File: config.mk
export PLATFORM = sky130hd
export DESIGN_NAME = sar_readout
export DESIGN_NICKNAME = d
export VERILOG_FILES = /design/src/common/sar_pkg.sv /design/src/hdl/sar_readout.sv
export SDC_FILE = /design/constraint.sdc
export NUM_CORES = 1
export LEC_CHECK = 0
export ABC_AREA = 1
export BUFFER_PORTS_ARGS = -buffer_cell sky130_fd_sc_hd__buf_2
export CAP_MARGIN = 20
export CELL_PAD_IN_SITES_DETAIL_PLACEMENT = 0
export CELL_PAD_IN_SITES_GLOBAL_PLACEMENT = 2
export CORE_MARGIN = 2
export CORE_UTILIZATION = 37
export CTS_CLUSTER_SIZE = 10
export DETAILED_ROUTE_END_ITERATION = 12
export PLACE_DENSITY_LB_ADDON = 0.1
export SKIP_CTS_REPAIR_TIMING = 1
export SYNTH_ARGS = -nofsm -noshare
export SYNTH_HDL_FRONTEND = slang
export SYNTH_SLANG_ARGS = --single-unit
File: constraint.sdc
create_clock -name clk -period 3.69 [get_ports clk]
set_clock_uncertainty 0.2 [all_clocks]
set_input_delay 0.1845 -clock clk [delete_from_list [all_inputs] [get_ports clk]]
set_output_delay 0.1845 -clock clk [all_outputs]
set_load 0.005 [all_outputs]
File: src/common/sar_pkg.sv
package sar_pkg;

    // result layout
    localparam int RESULT_BITS = 18;
    localparam int BURST_SINGLE = 9;        // readout pulses, one lane
    localparam int BURST_DUAL = 5;          // readout pulses, two lanes
    localparam int DISCARD_CYCLES = 2;      // invalid conversions after wake

    // conversion timing
    localparam real CLK_PERIOD_NS = 4.0;
    localparam real CONV_TIME_NS = 63.0;
    localparam int CONV_CYCLES = int'(CONV_TIME_NS / CLK_PERIOD_NS - 0.5); // round down
    localparam logic [4:0] CONV_CNT_W1 = 5'(CONV_CYCLES - 1); // result loads CONV_CYCLES edges on
    localparam logic [4:0] CONV_CNT_RST = 5'h00;
    localparam logic [17:0] RESULT_RST = 18'h00000;

    // pins from the host
    typedef struct packed {
        logic convert_strobe;
        logic power_down_n;
        logic dual_lane_select;
        logic readout_clk;
    } sar_pins_t;

    typedef enum logic [1:0] {
        ST_OFF,
        ST_IDLE,
        ST_CONV
    } sar_state_t;

endpackage : sar_pkg

File: src/hdl/sar_readout.sv
module sar_readout
    import sar_pkg::*;
#(
    parameter int WIDTH = RESULT_BITS
) (
    // clock and power-on reset
    input  wire logic             clk,
    input  wire logic             rstn,
    // host pins and the sampled input value
    input  wire sar_pins_t        pins,
    input  wire logic [WIDTH-1:0] sample_value,
    // link outputs
    output logic                  lane_a_out,
    output logic                  lane_b_out,
    output logic                  lane_b_enable,
    output logic                  echoed_clock_out,
    // status
    output logic                  result_valid,
    output logic                  powered
);

    // two-stage synchronisers for all host pins
    sar_pins_t meta_q;
    sar_pins_t sync_q;
    sar_pins_t prev_q;

    always_ff @(posedge clk or negedge rstn)
    begin
        if (!rstn)
        begin
            meta_q <= '0;
            sync_q <= '0;
            prev_q <= '0;
        end
        else
        begin
            meta_q <= pins;
            sync_q <= meta_q;
            prev_q <= sync_q;
        end
    end

    // edges of the synchronised strobe and readout clock
    logic cnv_rise;
    logic rclk_edge;
    assign cnv_rise  = sync_q.convert_strobe & ~prev_q.convert_strobe;
    assign rclk_edge = sync_q.readout_clk ^ prev_q.readout_clk;

    // control state
    sar_state_t       state_q, state_d;
    logic [4:0]       cnt_q, cnt_d;
    logic [WIDTH-1:0] held_q, held_d;
    logic [WIDTH-1:0] shift_q, shift_d;
    logic [1:0]       warm_q, warm_d;
    logic             dual_q, dual_d;
    // next values of the outputs
    logic             lane_a_d;
    logic             lane_b_d;
    logic             lane_b_en_d;
    logic             echo_d;
    logic             valid_d;
    logic             powered_d;

    // next-state computation
    always_comb
    begin
        state_d     = state_q;
        cnt_d       = cnt_q;
        held_d      = held_q;
        shift_d     = shift_q;
        warm_d      = warm_q;
        dual_d      = dual_q;
        lane_a_d    = lane_a_out;
        lane_b_d    = lane_b_out;
        lane_b_en_d = lane_b_enable;
        echo_d      = echoed_clock_out;
        valid_d     = result_valid;
        powered_d   = sync_q.power_down_n;
        if (!sync_q.power_down_n)
        begin
            // everything off, requests ignored
            state_d     = ST_OFF;
            warm_d      = 2'(DISCARD_CYCLES);
            lane_a_d    = 1'b0;
            lane_b_d    = 1'b0;
            lane_b_en_d = 1'b0;
            echo_d      = 1'b0;
            valid_d     = 1'b0;
        end
        else
        begin
            // readout shifting continues during a new conversion
            if (rclk_edge)
            begin
                echo_d = sync_q.readout_clk;
                if (dual_q)
                begin
                    // two lanes: next bit pair per edge
                    shift_d  = {shift_q[WIDTH-3:0], 2'b00};
                    lane_a_d = shift_q[WIDTH-3];
                    lane_b_d = shift_q[WIDTH-4];
                end
                else
                begin
                    // one lane: next bit per edge
                    shift_d  = {shift_q[WIDTH-2:0], 1'b0};
                    lane_a_d = shift_q[WIDTH-2];
                end
            end
            unique case (state_q)
                ST_OFF:
                begin
                    // wake one cycle after power returns
                    state_d = ST_IDLE;
                end
                ST_IDLE:
                begin
                    // strobe rise captures the sample
                    if (cnv_rise)
                    begin
                        held_d  = sample_value;
                        cnt_d   = CONV_CNT_W1;
                        state_d = ST_CONV;
                    end
                end
                ST_CONV:
                begin
                    if (cnt_q == CONV_CNT_RST)
                    begin
                        // load result, msb first on lane a
                        state_d     = ST_IDLE;
                        shift_d     = held_q;
                        dual_d      = sync_q.dual_lane_select;
                        lane_b_en_d = sync_q.dual_lane_select;
                        lane_a_d    = held_q[WIDTH-1];
                        lane_b_d    = sync_q.dual_lane_select & held_q[WIDTH-2];
                        valid_d     = (warm_q == 2'h0);
                        // count down the discarded conversions
                        if (warm_q != 2'h0)
                            warm_d = warm_q - 2'h1;
                    end
                    else
                    begin
                        // internal conversion clock counts down
                        cnt_d = cnt_q - 5'h01;
                    end
                end
                default:
                begin
                    state_d = ST_OFF;
                end
            endcase
        end
    end

    // register everything; reset stands in for the power-on reset
    always_ff @(posedge clk or negedge rstn)
    begin
        if (!rstn)
        begin
            state_q          <= ST_OFF;
            cnt_q            <= CONV_CNT_RST;
            held_q           <= RESULT_RST;
            shift_q          <= RESULT_RST;
            warm_q           <= 2'(DISCARD_CYCLES);
            dual_q           <= 1'b0;
            lane_a_out       <= 1'b0;
            lane_b_out       <= 1'b0;
            lane_b_enable    <= 1'b0;
            echoed_clock_out <= 1'b0;
            result_valid     <= 1'b0;
            powered          <= 1'b0;
        end
        else
        begin
            state_q          <= state_d;
            cnt_q            <= cnt_d;
            held_q           <= held_d;
            shift_q          <= shift_d;
            warm_q           <= warm_d;
            dual_q           <= dual_d;
            lane_a_out       <= lane_a_d;
            lane_b_out       <= lane_b_d;
            lane_b_enable    <= lane_b_en_d;
            echoed_clock_out <= echo_d;
            result_valid     <= valid_d;
            powered          <= powered_d;
        end
    end

endmodule : sar_readout

==> flow_summary.yaml <==
timing:
  max_slew_margin_pct: 34.4
  fin_hold_ws_ns: 0.150
  tightest_slew_ns: 0.982
  fin_ws_ns: 1.55
  timing.final.crit_period_ns: 2.14
  setup_viol: 0
  rsz0062_at_grt: "no"
  drv_slew: 0
  min_period_over_period_pct: 57.9
  hold_viol_final: 0
  timing.setup.tns_ns: 0
  fmax_mhz: 468
die:
  die_y_um: 92.9
  top_level_ports: 30
  initial_core_util_pct: 38.1
  die_w_um: 92.9
  core_area_um2: 7690
  rows: 32
  die_area_um2: 8640
setup_path:
  worstSetupPathType: "flip-flop to flip-flop"
  crit_family: "simple AND/OR/NAND/NOR gates"
  slowest_delay_ns: 0.68
  crit_arrival_ns: 2.21
  cp-start-kind: "flip-flop"
  end_kind: "flip-flop"
  required_ns: 3.77
  worstPathMaxFanout: 22
  worst-path-buf-inv: 1
  cpMostUsedCell: "nand2_1"
  cp_slowest_cell: "dfrtp_1"
  cp_cell_sequence: "nand3_2 > inv_2 > nand2_1 > nand2_1"
grt:
  gr-total-overflow: 0
  antenna_found_initial: 0
  grt_max_degree: 35
  track_usage_pct: 17.0
  first_global_vias: 2360
  grt_pass1_wl_um: 11400
clock_network:
  clkSinkCount: 61
  cts_inserted_buffers: 9
  clkLatencyLatePin_ns: 0.33
  clk_pin_slew_ns: 0.07
  cts.htree.levels: 3
  cts_tree: "yes"
  cts_root_buffer: "clkbuf_8"
  clk_path_buf_depth: 2
power:
  power.density_nw_per_um2: 613
  power_mw: 2.21
  vdd_drop_max_mv: 0.236
  p_leak_nw: 1.81
routing:
  drtIter0Drc: 126
  vias_per_cell: 4.58
  drc_errors: 0
  num_vias: 2427
  drt_first_pass_iters: 4
  postRouteAntennaNets: 0
  wl_um: 6740
  routedWlPerCell_um: 12.7
synth:
  ys_ff_latch: 61
  synth_fp_nets: 399
  ys_warn_count: 0
  yosysUniqueCellTypes: 28
  netlist_area_um2: 2930
  syn_inst: 373
  synth-seq-area-share_pct: 52.2
  synth_area_per_cell_um2: 7.85
placement:
  place_congestion: 0.695
  dp_hpwl_um: 4300
  pre_cts_ws_ns: 1.55
  io_buffers: 29
min_path:
  hp-class: "flip-flop to flip-flop"
flow_run:
  drv_cap: 0
cells_and_area:
  nNetsFinal: 449
  syn2layout_area_growth_pct: 23.2
  antenna-diode-count: 0
  drive_gt1_share_pct: 15.9
status:
  status: "completed"
layout by cell type (no fill, tap or decap), types with 2 or more instances in the layout:
cell,synthesis,layout
nand3_2,3,3
dfrtp_1,60,60
o21ai_0,31,31
o21ai_1,10,10
inv_1,27,27
nand3_1,26,26
clkinvlp_4,0,2
clkbuf_8,0,10
or2_2,2,2
nor2_1,3,3
nor3_1,3,3
nand2_1,170,170
nand2_2,3,3
bufinv_16,0,3
nor2_2,2,2
buf_2,6,29
dlygate4sd3_1,0,23
inv_2,7,7
ha_1,2,2
power by group:
| part | internal, mW | leakage (nW) | switching, mW |
|---|---|---|---|
| Clock | 0.466 | 0.119 | 0.274 |
| Combinational | 0.202 | 0.934 | 0.281 |
| Sequential | 0.845 | 0.756 | 0.143 |
| Total | 1.51 | 1.81 | 0.698 |
routing by layer:
| metal | global-route usage [%] | wire length (um) |
|---|---|---|
| met1 | 24.9 | 3690 |
| met2 | 24.5 | 2800 |
| met3 | 3.01 | 144 |
| met4 | 7.72 | 108 |
| met5 | 0 | 0 |
flip-flops by register name, indices dropped and copies added, names as in the netlist:
name and cells:
cnt_q 5, dual_q 1, echoed_clock_out 1, held_q 18, lane_a_out 1, lane_b_enable 1, lane_b_out 1, meta_q 4
powered 1, powered_d 1, prev_q 2, result_valid 1, shift_q 17, state_q 2, sync_q 3, warm_q 2
logic make-up after synthesis:
family	Yosys count	synth area share (%)
AO/OA/AOI/OAI	46	8.34
adder cells (fa/ha/maj)	2	0.855
AND/OR/NAND/NOR	216	31.6
flip-flops	61	52.2
buffers and inverters	48	7.05
through the flow:
step | std cells | cell area (um2) | utilization, %
after detailed placement | 491 | 3130 | 40.7
after floorplan | 373 | 2930 | -
after global routing | 530 | 3610 | 46.9
after CTS | 507 | 3380 | 43.9
final | 530 | 3610 | 46.9
after global placement | 491 | 3130 | 40.7
cell type report:
class | count | area [um2]
clock buffer | 10 | 138
clock inverter | 6 | 110
fill | 815 | 4080
inverter | 34 | 128
multi-input combinational | 264 | 1190
sequential | 61 | 1530
tap | 102 | 128
timing repair buffer | 53 | 383
path summary, 6_finish.rpt:
path / from / to / depth (start not counted) / slack [ns]
min: meta_q[1]$_DFF_PN0_ / sync_q[1]$_DFF_PN0_ / 0 / 0.15
max: powered_d$_DFF_PN0_ / held_q[0]$_DFFE_PN0P_ / 4 / 1.55
min reg2reg: meta_q[1]$_DFF_PN0_ / sync_q[1]$_DFF_PN0_ / 0 / 0.15
min in group asynchronous: rstn / cnt_q[2]$_DFFE_PN0P_ / 2 / 0.23
max reg2reg: powered_d$_DFF_PN0_ / held_q[0]$_DFFE_PN0P_ / 4 / 1.55
max in group asynchronous: rstn / held_q[7]$_DFFE_PN0P_ / 3 / 2.17
synthesized netlist by cell type:
cell type,instances,area share [%]
nand3_2,3,1.0
nor2_4,1,0.38
nand3_4,1,0.60
ha_1,2,0.85
a21oi_2,1,0.30
o21ai_1,10,1.7
inv_1,27,3.5
clkbuf_1,5,0.64
nor2_8,1,0.68
o21bai_1,1,0.26
nor2_2,2,0.43
nand3_1,26,4.4
nor2_1,3,0.38
o211a_1,1,0.34
nor3_1,3,0.51
buf_2,6,1.0
o21a_1,1,0.26
nand4_1,1,0.21
inv_2,7,0.90
nand2_2,3,0.64
buf_6,2,0.77
or2_2,2,0.43
buf_4,1,0.26
o21ai_0,31,5.3
dfstp_2,1,0.90
a21oi_1,1,0.17
nand2_1,170,22
dfrtp_1,60,51
No activity file was read; power rests on OpenSTA's default activity.
